<file path="config.mk">
export PLATFORM = sky130hd
export DESIGN_NAME = pwio_top
export DESIGN_NICKNAME = d
export VERILOG_FILES = /design/src/logic/pwio_bus_slave.v /design/src/logic/pwio_top.v
export VERILOG_INCLUDE_DIRS = /design/src /design/src/logic
export SDC_FILE = /design/constraint.sdc
export NUM_CORES = 1
export LEC_CHECK = 0
export BUFFER_PORTS_ARGS = -buffer_cell sky130_fd_sc_hd__buf_2
export CAP_MARGIN = 20
export CORE_MARGIN = 2
export CORE_UTILIZATION = 43
export DETAILED_ROUTE_END_ITERATION = 7
export PLACE_DENSITY = 0.74
export SYNTH_ARGS = -nofsm -noshare
export SYNTH_HDL_FRONTEND = slang
export SYNTH_SLANG_ARGS = --single-unit
</file>
<file path="constraint.sdc">
create_clock -name clock -period 1.55 [get_ports clock]
set_clock_uncertainty 0.1 [all_clocks]
set_input_delay 0.3875 -clock clock [delete_from_list [all_inputs] [get_ports clock]]
set_output_delay 0.3875 -clock clock [all_outputs]
set_load 0.02 [all_outputs]
</file>
<file path="src/logic/pwio_consts.vh">
// Constants of the parallel word I/O block: offsets, bit fields, resets.
// Assumes inclusion by bare name from every design file of the block.
`ifndef PWIO_CONSTS_VH
`define PWIO_CONSTS_VH

// Register word indices (byte address = 4 * index)
`define PWIO_IDX_STATUS 3'h0
`define PWIO_IDX_INPUT 3'h1
`define PWIO_IDX_OUTPUT 3'h2
`define PWIO_IDX_CONFIG 3'h3

// Status register bit positions
`define PWIO_ST_OUT_FLAG 15
`define PWIO_ST_OUT_IE 14
`define PWIO_ST_OUT_FORCE 13
`define PWIO_ST_IN_FLAG 7
`define PWIO_ST_IN_IE 6
`define PWIO_ST_IN_FORCE 5

// Configuration register bit positions
`define PWIO_CFG_BUFFERED 0
`define PWIO_CFG_SOFT_INIT 1

// Reset values
`define PWIO_RST_WORD 16'h0000
`define PWIO_RST_BUS 32'h0000_0000
`define PWIO_RST_CFG 1'h0

`endif

</file>
<file path="src/logic/pwio_bus_slave.v">
// Avalon-MM slave front end: waitrequest timing, read data capture.
// Assumes a master that holds its request until waitrequest is seen low.
`timescale 1ns/1ps
`include "pwio_consts.vh"

module pwio_bus_slave #(
    parameter ADDR_W = 5
) (
    input wire clock,                      // System clock
    input wire rst,                        // Synchronous reset, active high
    input wire [ADDR_W-1:0] avsAddress,    // Byte address
    input wire avsRead,                    // Read request
    input wire avsWrite,                   // Write request
    input wire [31:0] avsWritedata,        // Write data
    input wire [3:0] avsByteenable,        // Byte lanes
    output reg [31:0] avsReaddata,         // Read data, registered
    output reg avsWaitrequest,             // Stall, registered
    output wire [2:0] regIndex,            // Decoded word index
    output wire rdStb,                     // Read completes this edge
    output wire wrStb,                     // Write completes this edge
    output wire [15:0] wrData,             // Low half of write data
    output wire [1:0] wrBe,                // Low two byte enables
    input wire [15:0] rdValue              // Value of the addressed register
);

    ////////////////////////////////////////////////////////////////////////
    wire busReq;     // Any request present
    wire inRange;    // Address falls on a mapped word

    assign busReq = avsRead | avsWrite;
    assign regIndex = avsAddress[4:2];
    assign inRange = (avsAddress[4:2] <= `PWIO_IDX_CONFIG);
    // Strobes fire only at the edge where the master sees the stall drop
    assign rdStb = avsRead & ~avsWaitrequest;
    assign wrStb = avsWrite & ~avsWaitrequest;
    assign wrData = avsWritedata[15:0];
    assign wrBe = avsByteenable[1:0];

    ////////////////////////////////////////////////////////////////////////
    // One stall cycle, then one ready cycle; data captured while stalling
    always @(posedge clock) begin
        if (rst) begin
            avsWaitrequest <= 1'b1;
            avsReaddata <= `PWIO_RST_BUS;
        end else if (busReq && avsWaitrequest) begin
            avsWaitrequest <= 1'b0;
            // Unmapped words read as zero, upper half always zero
            avsReaddata <= (avsRead && inRange) ? {16'h0000, rdValue} : `PWIO_RST_BUS;
        end else begin
            avsWaitrequest <= 1'b1;
        end
    end

endmodule

</file>
<file path="src/logic/pwio_top.v">
// Parallel word I/O port: 16 lines in, 16 lines out, handshakes,
// status with flags and interrupt enables, request/accept per direction.
// Assumes external lines synchronous to clock and a host that answers
// each interrupt request with a one-cycle accept pulse.
`timescale 1ns/1ps
`include "pwio_consts.vh"

module pwio_top #(
    parameter DATA_W = 16,
    parameter ADDR_W = 5
) (
    input wire clock,                          // System clock, 100 MHz
    input wire rst,                            // Synchronous reset, active high
    input wire [ADDR_W-1:0] avsAddress,        // Avalon byte address
    input wire avsRead,                        // Avalon read
    input wire avsWrite,                       // Avalon write
    input wire [31:0] avsWritedata,            // Avalon write data
    input wire [3:0] avsByteenable,            // Avalon byte enables
    output wire [31:0] avsReaddata,            // Avalon read data
    output wire avsWaitrequest,                // Avalon stall
    input wire [DATA_W-1:0] inbound_lines,     // Parallel data from far side
    input wire extDataReady,                   // Far side has data, level
    input wire extAcceptedA,                   // Far side took output, line A
    input wire extAcceptedB,                   // Far side took output, line B
    output reg [DATA_W-1:0] outbound_lines,    // Parallel data to far side
    output reg lowDataReady,                   // Low byte loaded, pulse
    output reg highDataReady,                  // High byte loaded, pulse
    output reg inDataAccepted,                 // Input read, pulse
    output reg system_init_out,                // System_init_out to far side
    output reg inIrqReq,                       // Input interrupt request
    input wire inIrqAck,                       // Host accepts input request
    output reg outIrqReq,                      // Output interrupt request
    input wire outIrqAck                       // Host accepts output request
);

    ////////////////////////////////////////////////////////////////////////
    // Byte-lane merge of a 16-bit write into a held word
    function [15:0] mergeBytes;
        input [15:0] oldVal;
        input [15:0] newVal;
        input [1:0] be;
        begin
            mergeBytes = {be[1] ? newVal[15:8] : oldVal[15:8],
                          be[0] ? newVal[7:0] : oldVal[7:0]};
        end
    endfunction

    // Mask of written-as-one bits, limited to enabled lanes
    function [15:0] laneOnes;
        input [15:0] newVal;
        input [1:0] be;
        begin
            laneOnes = newVal & {{8{be[1]}}, {8{be[0]}}};
        end
    endfunction

    ////////////////////////////////////////////////////////////////////////
    // Bus front end
    wire [2:0] regIndex;       // Word addressed
    wire rdStb;                // Read completes
    wire wrStb;                // Write completes
    wire [15:0] wrData;        // Write data, low half
    wire [1:0] wrBe;           // Lanes of low half
    reg [15:0] rdValue;        // Mux into the front end

    pwio_bus_slave #(
        .ADDR_W(ADDR_W)
    ) u_bus (
        .clock(clock),
        .rst(rst),
        .avsAddress(avsAddress),
        .avsRead(avsRead),
        .avsWrite(avsWrite),
        .avsWritedata(avsWritedata),
        .avsByteenable(avsByteenable),
        .avsReaddata(avsReaddata),
        .avsWaitrequest(avsWaitrequest),
        .regIndex(regIndex),
        .rdStb(rdStb),
        .wrStb(wrStb),
        .wrData(wrData),
        .wrBe(wrBe),
        .rdValue(rdValue)
    );

    ////////////////////////////////////////////////////////////////////////
    // Register state
    reg outFlag_q;             // Output flag
    reg outIe_q;               // Output interrupt enable
    reg inFlag_q;              // Input flag
    reg inIe_q;                // Input interrupt enable
    reg bufMode_q;             // Buffered-bit input mode
    reg [15:0] inBuf_q;        // Buffered input bits
    reg readyPrev_q;           // Last ready level, for edge detect
    reg accPrev_q;             // Last accepted level, for edge detect

    // Decoded accesses
    wire wrStatus;             // Status write
    wire wrInput;              // Input register write
    wire wrOutput;             // Output register write
    wire wrConfig;             // Configuration write
    wire rdInput;              // Input register read
    wire softInit;             // Software system_init_out request
    wire initAll;              // Any initialization this cycle
    wire readyEdge;            // Rising edge of far-side ready
    wire accLevel;             // Either accepted line high
    wire accEdge;              // Rising edge of accepted
    wire [15:0] newBits;       // Buffer bits newly set
    wire inEvent;              // Input event that may interrupt
    wire outEvent;             // Output event that may interrupt
    wire inForce;              // Maintenance input request
    wire outForce;             // Maintenance output request

    assign wrStatus = wrStb && (regIndex == `PWIO_IDX_STATUS);
    assign wrInput = wrStb && (regIndex == `PWIO_IDX_INPUT);
    assign wrOutput = wrStb && (regIndex == `PWIO_IDX_OUTPUT);
    assign wrConfig = wrStb && (regIndex == `PWIO_IDX_CONFIG);
    assign rdInput = rdStb && (regIndex == `PWIO_IDX_INPUT);
    assign softInit = wrConfig && wrBe[0] && wrData[`PWIO_CFG_SOFT_INIT];
    // Reset and software init act alike on control state
    assign initAll = rst | softInit;

    // Far side delivers one edge per transfer; a held level counts once
    assign readyEdge = extDataReady & ~readyPrev_q;
    // Either of the two accepted lines may be wired                  
    assign accLevel = extAcceptedA | extAcceptedB;
    assign accEdge = accLevel & ~accPrev_q;

    // Any bit rising into the buffer while in buffered mode
    assign newBits = inbound_lines & ~inBuf_q;
    assign inEvent = bufMode_q ? (|newBits) : readyEdge;
    assign outEvent = accEdge;

    // Maintenance bits: a one written forces a request
    assign inForce = wrStatus && wrBe[0] && wrData[`PWIO_ST_IN_FORCE];
    assign outForce = wrStatus && wrBe[1] && wrData[`PWIO_ST_OUT_FORCE];

    ////////////////////////////////////////////////////////////////////////
    // Edge detector history
    always @(posedge clock) begin
        if (rst) begin
            readyPrev_q <= 1'b0;
            accPrev_q <= 1'b0;
        end else begin
            readyPrev_q <= extDataReady;
            accPrev_q <= accLevel;
        end
    end

    ////////////////////////////////////////////////////////////////////////
    // Input flag: set on ready edge, cleared by a low-byte status write
    always @(posedge clock) begin
        if (initAll) begin
            inFlag_q <= 1'b0;
        end else if (readyEdge) begin
            // Set wins over a clear in the same cycle
            inFlag_q <= 1'b1;
        end else if (wrStatus && wrBe[0]) begin
            // Software rearm clears the flag                         
            inFlag_q <= 1'b0;
        end
    end

    // Output flag: set on accepted edge, cleared by a high-byte write
    always @(posedge clock) begin
        if (initAll) begin
            outFlag_q <= 1'b0;
        end else if (outEvent) begin
            outFlag_q <= 1'b1;
        end else if (wrStatus && wrBe[1]) begin
            outFlag_q <= 1'b0;
        end
    end

    ////////////////////////////////////////////////////////////////////////
    // Input enable: written by software, dropped when host accepts
    always @(posedge clock) begin
        if (initAll) begin
            inIe_q <= 1'b0;
        end else if (wrStatus && wrBe[0]) begin
            // A write in the accept cycle is the newer intent
            inIe_q <= wrData[`PWIO_ST_IN_IE];
        end else if (inIrqAck && inIrqReq) begin
            inIe_q <= 1'b0;
        end
    end

    // Output enable: written by software, dropped when host accepts
    always @(posedge clock) begin
        if (initAll) begin
            outIe_q <= 1'b0;
        end else if (wrStatus && wrBe[1]) begin
            outIe_q <= wrData[`PWIO_ST_OUT_IE];
        end else if (outIrqAck && outIrqReq) begin
            outIe_q <= 1'b0;
        end
    end

    ////////////////////////////////////////////////////////////////////////
    // Input request: raised by enabled event or force, held until accepted
    always @(posedge clock) begin
        if (initAll) begin
            inIrqReq <= 1'b0;
        end else if ((inEvent && inIe_q) || inForce) begin
            inIrqReq <= 1'b1;
        end else if (inIrqAck) begin
            inIrqReq <= 1'b0;
        end
    end

    // Output request: same shape as the input side
    always @(posedge clock) begin
        if (initAll) begin
            outIrqReq <= 1'b0;
        end else if ((outEvent && outIe_q) || outForce) begin
            outIrqReq <= 1'b1;
        end else if (outIrqAck) begin
            outIrqReq <= 1'b0;
        end
    end

    ////////////////////////////////////////////////////////////////////////
    // Mode selection; software init does not alter the mode
    always @(posedge clock) begin
        if (rst) begin
            bufMode_q <= `PWIO_RST_CFG;
        end else if (wrConfig && wrBe[0]) begin
            bufMode_q <= wrData[`PWIO_CFG_BUFFERED];
        end
    end

    ////////////////////////////////////////////////////////////////////////
    // Buffered input bits: lines set, one-bits of a write clear.
    // Software must clear before the far side sends again, or old
    // ones merge with the new word.
    always @(posedge clock) begin
        if (rst) begin
            inBuf_q <= `PWIO_RST_WORD;
        end else if (wrInput) begin
            // A line high in the clear cycle keeps its bit set
            inBuf_q <= (inBuf_q & ~laneOnes(wrData, wrBe)) | inbound_lines;
        end else if (bufMode_q) begin
            inBuf_q <= inBuf_q | inbound_lines;
        end
    end

    ////////////////////////////////////////////////////////////////////////
    // Output register, byte or word loads, driven straight to the lines
    always @(posedge clock) begin
        if (rst) begin
            outbound_lines <= `PWIO_RST_WORD;
        end else if (wrOutput) begin
            outbound_lines <= mergeBytes(outbound_lines, wrData, wrBe);
        end
    end

    ////////////////////////////////////////////////////////////////////////
    // Handshake strobes, one clock each, in the bus clock domain
    always @(posedge clock) begin
        if (rst) begin
            lowDataReady <= 1'b0;
            highDataReady <= 1'b0;
            inDataAccepted <= 1'b0;
        end else begin
            // Word write drives both lanes, so both strobes fire
            lowDataReady <= wrOutput && wrBe[0];
            highDataReady <= wrOutput && wrBe[1];
            // Tells the far side the lines were taken
            inDataAccepted <= rdInput;
        end
    end

    ////////////////////////////////////////////////////////////////////////
    // System_init_out line: high through reset and for a soft init cycle
    always @(posedge clock) begin
        if (rst) begin
            system_init_out <= 1'b1;
        end else begin
            system_init_out <= softInit;
        end
    end

    ////////////////////////////////////////////////////////////////////////
    // Read multiplexer; unused bits stay zero
    always @* begin
        rdValue = 16'h0000;
        case (regIndex)
            `PWIO_IDX_STATUS: begin
                rdValue[`PWIO_ST_OUT_FLAG] = outFlag_q;
                rdValue[`PWIO_ST_OUT_IE] = outIe_q;
                rdValue[`PWIO_ST_IN_FLAG] = inFlag_q;
                rdValue[`PWIO_ST_IN_IE] = inIe_q;
            end
            `PWIO_IDX_INPUT: begin
                // Direct lines unless the buffered path is chosen
                rdValue = bufMode_q ? inBuf_q : inbound_lines;
            end
            `PWIO_IDX_OUTPUT: begin
                rdValue = outbound_lines;
            end
            `PWIO_IDX_CONFIG: begin
                rdValue[`PWIO_CFG_BUFFERED] = bufMode_q;
            end
            default: begin
                rdValue = 16'h0000;
            end
        endcase
    end

endmodule

</file>
# Word-level counts from Yosys, hierarchy flattened
# Index checks and enable logic that the tools add are counted.
dict set report totals {
  register_bits 78
  latchBits 0
  ram_bits 0
  romBits 0
  inputBits 66
  output_inout_bits 55
  wordCells 94
  memories 0
}
dict set report op_classes {
  add_sub_neg 0
  n_mul 0
  div_mod_pow 0
  magnitude_cmp 1
  eq_ne 3
  n_shift 0
  muxes 23
  bitwise_logic 17
  reduce_logical 32
}
# op n
set ops {}
lappend ops {{two-way mux 16 bit} 4}
lappend ops {{AND 16 bit} 3}
lappend ops {{NOT 16 bit} 2}
lappend ops {{OR 16 bit} 2}
lappend ops {{logical AND 1 bit} 19}
lappend ops {{OR reduction 16 bit} 1}
lappend ops {{two-way mux 1 bit} 14}
lappend ops {{nonzero test 2 bit} 7}
lappend ops {{one-hot mux 2 bit (3 select lines)} 2}
lappend ops {{one-hot mux 6 bit (2 select lines)} 1}
lappend ops {{one-hot mux 5 bit (2 select lines)} 1}
lappend ops {{equality test 3 x 2 -> 1 bit (second input constant)} 2}
lappend ops {{AND 1 bit} 4}
lappend ops {{AND reduction 2 bit} 2}
lappend ops {{equality test 3 x 1 -> 1 bit (second input constant)} 1}
lappend ops {{less-or-equal comparator 3 x 2 -> 1 bit (second input constant)} 1}
lappend ops {{logical NOT 3 bit} 1}
lappend ops {{NOT 1 bit} 3}
lappend ops {{OR 1 bit} 3}
lappend ops {{one-hot mux 1 bit (3 select lines)} 1}
lappend ops {{logical OR 1 bit} 2}

# Longest topological paths before layout
dict set report depth {
  ltp_word 7
  ltp_mapped 5
  depth_no_buf 4
}

# By module
# From an unflattened synthesis, not the netlist that was laid out.
dict set report unflattened {
  cells_unflattened 406
  area_unflattened_um2 3395.8
}
# module instances cells_per_inst area_per_inst_um2 seq_area_each_um2
set by_module_without_submodules {}
lappend by_module_without_submodules {pwio_top 1 293 2258.4 900.9}
lappend by_module_without_submodules {pwio_bus_slave 1 113 1137.3 340.3}

# Least setup slack after synthesis
# Ideal clock, no wire load.
dict set report synth_timing {
  kind {reg-to-reg}
  start {register u_bus.avsWaitrequest}
  end {register inBuf_q[0]}
  setup_time_ns 0.117
  arrival_ns 1.332
  required_ns 1.333
  setup_slack_ns 0.001
  path_stages_with_launch 6
  path_buffers 1
  period_less_slack_ns 1.549
  cell_sequence {dfxtp_1 -> nor3b_4 -> a21oi_1 -> nor2_2 -> buf_4 -> a32o_1}
}
dict set report synth_between {
  elab_chain_len 4
  elab_cells_between_ends 5
  cone_classes {1 x mux; 2 x bitwise; 2 x reduce/logical}
}
# element line_no
set synth_lines {}
lappend synth_lines {{from (decl)} pwio_bus_slave.v:17} ;# output reg avsWaitrequest,
lappend synth_lines {{from (signal assigned)} pwio_bus_slave.v:43} ;# avsWaitrequest <= 1'b1;
lappend synth_lines {{from (signal assigned)} pwio_bus_slave.v:46} ;# avsWaitrequest <= 1'b0;
lappend synth_lines {{from (signal assigned)} pwio_bus_slave.v:50} ;# avsWaitrequest <= 1'b1;
lappend synth_lines {{NOT 1 bit (*)} pwio_bus_slave.v:35} ;# assign wrStb = avsWrite & ~avsWaitrequest;
lappend synth_lines {{AND 1 bit (*)} pwio_bus_slave.v:35}
lappend synth_lines {{logical AND 1 bit (*)} pwio_top.v:115} ;# assign wrInput = wrStb && (regIndex == `PWIO_IDX_INPUT);
lappend synth_lines {{two-way mux 16 bit or nonzero test 2 bit (tied branches)} -}
lappend synth_lines {{to (signal assigned)} pwio_top.v:238} ;# inBuf_q <= `PWIO_RST_WORD;
lappend synth_lines {{to (signal assigned)} pwio_top.v:241} ;# inBuf_q <= (inBuf_q & ~laneOnes(wrData, wrBe)) | inbound_lines;
lappend synth_lines {{to (signal assigned)} pwio_top.v:243} ;# inBuf_q <= inBuf_q | inbound_lines;
lappend synth_lines {{to (decl)} pwio_top.v:93} ;# reg [15:0] inBuf_q;
# Every way passes the cells marked *; elsewhere a longest branch is shown, timed or not.
# A chain may end at the register's enable or synchronous reset.

# Worst setup path after layout
dict set report layout_timing {
  start {register u_bus.avsWaitrequest}
  end {register inIrqReq}
}
dict set report layout_between {
  elab_chain_len 7
  elab_cells_between_ends 12
  cone_classes {1 x mux; 3 x bitwise; 8 x reduce/logical}
}
# element line_no
set layout_lines {}
lappend layout_lines {{NOT 1 bit (*)} pwio_bus_slave.v:35}
lappend layout_lines {{AND 1 bit (*)} pwio_bus_slave.v:35}
lappend layout_lines {{logical AND 1 bit} pwio_top.v:114} ;# assign wrStatus = wrStb && (regIndex == `PWIO_IDX_STATUS);
lappend layout_lines {{logical AND 1 bit (2 in a row)} pwio_top.v:135} ;# assign inForce = wrStatus && wrBe[0] && wrData[`PWIO_ST_IN_FORCE];
lappend layout_lines {{logical OR 1 bit} pwio_top.v:204} ;# end else if ((inEvent && inIe_q) || inForce) begin
lappend layout_lines {{two-way mux 1 bit or nonzero test 2 bit (tied branches)} -}
lappend layout_lines {{to (signal assigned)} pwio_top.v:203} ;# inIrqReq <= 1'b0;
lappend layout_lines {{to (signal assigned)} pwio_top.v:205} ;# inIrqReq <= 1'b1;
lappend layout_lines {{to (signal assigned)} pwio_top.v:207} ;# inIrqReq <= 1'b0;
lappend layout_lines {{to (decl)} pwio_top.v:30} ;# output reg inIrqReq,
# Marked as above.

==> metrics.md <==
| Metric | Value |
|---|---|
| Status | complete, but fails checks |
| Failing checks | DRC, setup timing |
| Power density over the cells | around 880 nW/um^2 |
| Core Rows | 29 |
| CP Class | reg2reg |
| Global routing met1 resource utilization | between 20% and 30% |
| # clock sinks | 62 |
| H-Tree Level Count | 3 |
| Final HPWL DP | 6100 um |
| Tcrit/Tclk final | 102% |
| FF-to-FF Start | u_bus.avsWaitrequest |
| Worst-skew pair later-pin latency | about 0.34 ns |
| Die area | roughly 7400 um^2 |
| First-pass GRT wire length | 12500 um |
| Fin. Hold Viols | 0 |
| Gr usage total | 21.9% |
| Slowest-stage cell, CP | nor4bb_4 |
| Layout cells sized above 1 | between 30% and 40% |
| Lkg Pwr | about 0.0017 uW |
| Post-Syn Area | 2870 um^2 |
| CP max stage delay | 0.40 ns |
| Ys Warns | 0 |
| Post-synthesis sequential area ratio | 43.2% |
| Routing usage on met2 | 33.8% |
| GR Overflow Total | 0 |
| Fin area | 3750 um^2 |
| CP Data Required Time | about 1.7 ns |
| RSZ-0062 raised after global routing | yes |
| ANT nets after route | 0 |
| DRC viols | 7 |
| GRT busiest layer | met2 |
| # diodes | 0 |
| Die height | between 80 and 90 um |
| Final max-slew violation count | 0 |
| Total CTS buffers | 9 |
| Cell count after synthesis | 314 |
| WL/cell | 16.1 um |
| Hold path cells | 3 |
| Reg2reg path depth | 5 |
| Worst reg-to-reg setup slack | -0.04 ns |
| Clk slew on worst S/H paths | approximately 0.07 ns |
| Setup WS post-layout | -0.0380 ns |
| Initial antenna violation count | 0 |
| Drt pass-1 iters | 7 |
| Vias/cell | 5.52 |
| Die width | 85.8 um |
| Worst setup path start | u_bus.avsWaitrequest |
| Placed instance area | about 3500 um^2 |
| Max-Cap Viols | 0 |
| Hold Path End | accPrev_q |
| Min-delay src | extAcceptedA |
| R2r endpoint | inIrqReq |
| Syn-to-layout area delta | 30.4% |
| WP buf/inv | 1 |
| CP delay by family, top | compound AO/OA/AOI/OAI gates |
| Setup violators final | 6 |
| Buffers on Ports | 84 |
| Maximum vdd drop | 518 uV |
| Final RePlAce weighted congestion | 0.883 |
| Clk root buf | clkbuf_8 |
| Initial Util | 44.7% |
| Vias in the first global route | between 2000 and 3000 |
| Period minus WS final | 1.59 ns |
| Met3 usage | 4.43% |
| Achievable frequency | 630 MHz |
| Crit-path cells | buf_6 -> nor4bb_4 -> a41o_1 -> o21bai_1 -> a21oi_1 |
| CP endpoint kind | flip-flop |
| # IOs | 121 |
| CP arrival | 1.70 ns |
| Syn Area/Cell | 9.15 um^2 |
| Yosys reg bits | 62 |
| Core Footprint | 6420 um^2 |
| TritonCTS clock tree | built |
| Hold Path Class | in2reg |
| Largest net degree at the start of global routing | 20 |
| Crit path max fanout | 4 |
| Element type at the critical path start | flip-flop |
| Via count | 2800 |
| TNS Setup | -0.153 ns |
| CTS Buffer Depth | 2 |
| Initial drt markers | 170 |
| Cell variety after synth | 38 |
| Routed wire length | 8190 um |
| Fin nets | just under 500 |
==> metrics by stage <==
stage	power (uW)	utilization, %	hold slack (ns)	setup WS (ns)	std cells
5_1_grt	3410	58.4	0.185	-0.0875	507
3_5_place_dp	2040	54.4	0.345	-0.297	490
4_1_cts	3280	57.1	0.166	0.00685	505
2_1_floorplan	1880	-	0.357	0.00107	329
6_report	3290	58.4	0.176	-0.0380	507
3_3_place_gp	2030	54.4	0.335	-0.251	490
==> registers in the layout, indices dropped and copies added (netlist names) <==
signal	cells
accPrev_q	1
bufMode_q	1
highDataReady	1
inBuf_q	16
inDataAccepted	1
inFlag_q	1
inIe_q	1
inIrqReq	1
lowDataReady	1
outFlag_q	1
outIe_q	1
outIrqReq	1
outbound_lines	16
readyPrev_q	1
system_init_out	1
u_bus.avsReaddata	16
u_bus.avsWaitrequest	1
==> worst reg2reg max path: cells and delay by family (launching register included) <==
kind	cells	cell delay, ns
flops	1	0.36
compound gates	3	0.48
buf+inv	1	0.12
simple gates	1	0.40
==> how the worst max path moves through the flow <==
stage	end	slack, ns	cells after the start
finish	inIrqReq	-0.04	5
global route	inIrqReq	-0.09	5
CTS	outIrqReq	0.007	5
detailed placement	inBuf_q[0]	-0.30	5
global placement	inBuf_q[14]	-0.25	5
floorplan	inBuf_q[0]	0.001	5
==> layout by cell type, fill, tap and decap left out, drive strengths merged, types with 3 or more instances in the layout <==
cell type,synthesis,routed
a211oi,4,4
a21oi,13,13
a22oi,11,11
a32o,16,16
buf,27,120
clkbuf,7,14
conb,1,16
dfxtp,62,62
inv,8,8
mux2i,32,32
nand2,24,24
nand2b,10,10
nand3,8,8
nor2,42,42
nor2b,7,7
o2111ai,3,3
o21ai,7,7
o2bb2ai,11,11
==> what timing repair did <==
item	4_1_cts	5_1_grt
setup endpoints to repair	18	24
cloned	0	0
hold buffers	0	0
resized for setup	2	17
endpoints found under the hold margin	0	0
pin swaps	2	5
buffers inserted	0	2
==> cells in the mapped netlist <==
cell type   n  area share (%)
a211oi_1    4             1.0
a21oi_1    13             2.3
a22oi_1    11             2.9
a311oi_1    1            0.30
a32o_1     16             5.6
a32oi_1     1            0.30
a41o_1      1            0.35
and2_1      1            0.22
and3_1      2            0.44
buf_2       9             1.6
buf_4      18             4.7
clkbuf_1    7            0.91
clkinv_1    1            0.13
conb_1      1            0.13
dfxtp_1    62              43
inv_1       8             1.0
mux2i_1    32              11
nand2_1    24             3.1
nand2b_1   10             2.2
nand3_1     8             1.4
nand4_1     2            0.44
nor2_1     41             5.4
nor2_2      1            0.22
nor2b_1     7             1.5
nor3_1      1            0.17
nor3b_1     1            0.26
nor3b_4     1            0.65
nor4_1      1            0.22
nor4b_1     1            0.30
nor4bb_4    1            0.87
o2111ai_1   3            0.91
o21a_1      1            0.26
o21ai_0     7             1.2
o21ba_2     1            0.35
o21bai_1    1            0.26
o22ai_1     2            0.44
o2bb2ai_1  11             3.4
or3b_1      1            0.30
==> power breakdown <==
part	internal [uW]	switching (uW)
clock network	659	603
logic	153	246
registers	1620	14.7
total	2430	863
==> cell type report <==
type                            count  area (um^2)
Fill cell                         577         2670
Clock buffer                       14          163
Tap cell                           77         96.3
Sequential cell                    62         1240
Inverter                            9         33.8
Timing Repair Buffer              120          706
Multi-Input combinational cell    224         1500
Clock inverter                      1         5.00
==> cell families (layout without fill, tap and decap cells) <==
kind of cell	count (synthesis)	count (layout)	synth area share [%]
simple gates	103	103	17.7
flops	62	62	43.2
mux	32	32	11.1
compound gates	73	73	19.5
other cells	1	16	0.130
buf+inv	43	144	8.36
==> layer usage <==
metal	up-vias	part of all wire [%]
met5	-	0
met4	0	1.9
met3	18	8.2
met2	144	46
met1	1321	44
li1	1317	-
(Power assumes the default switching activity.)
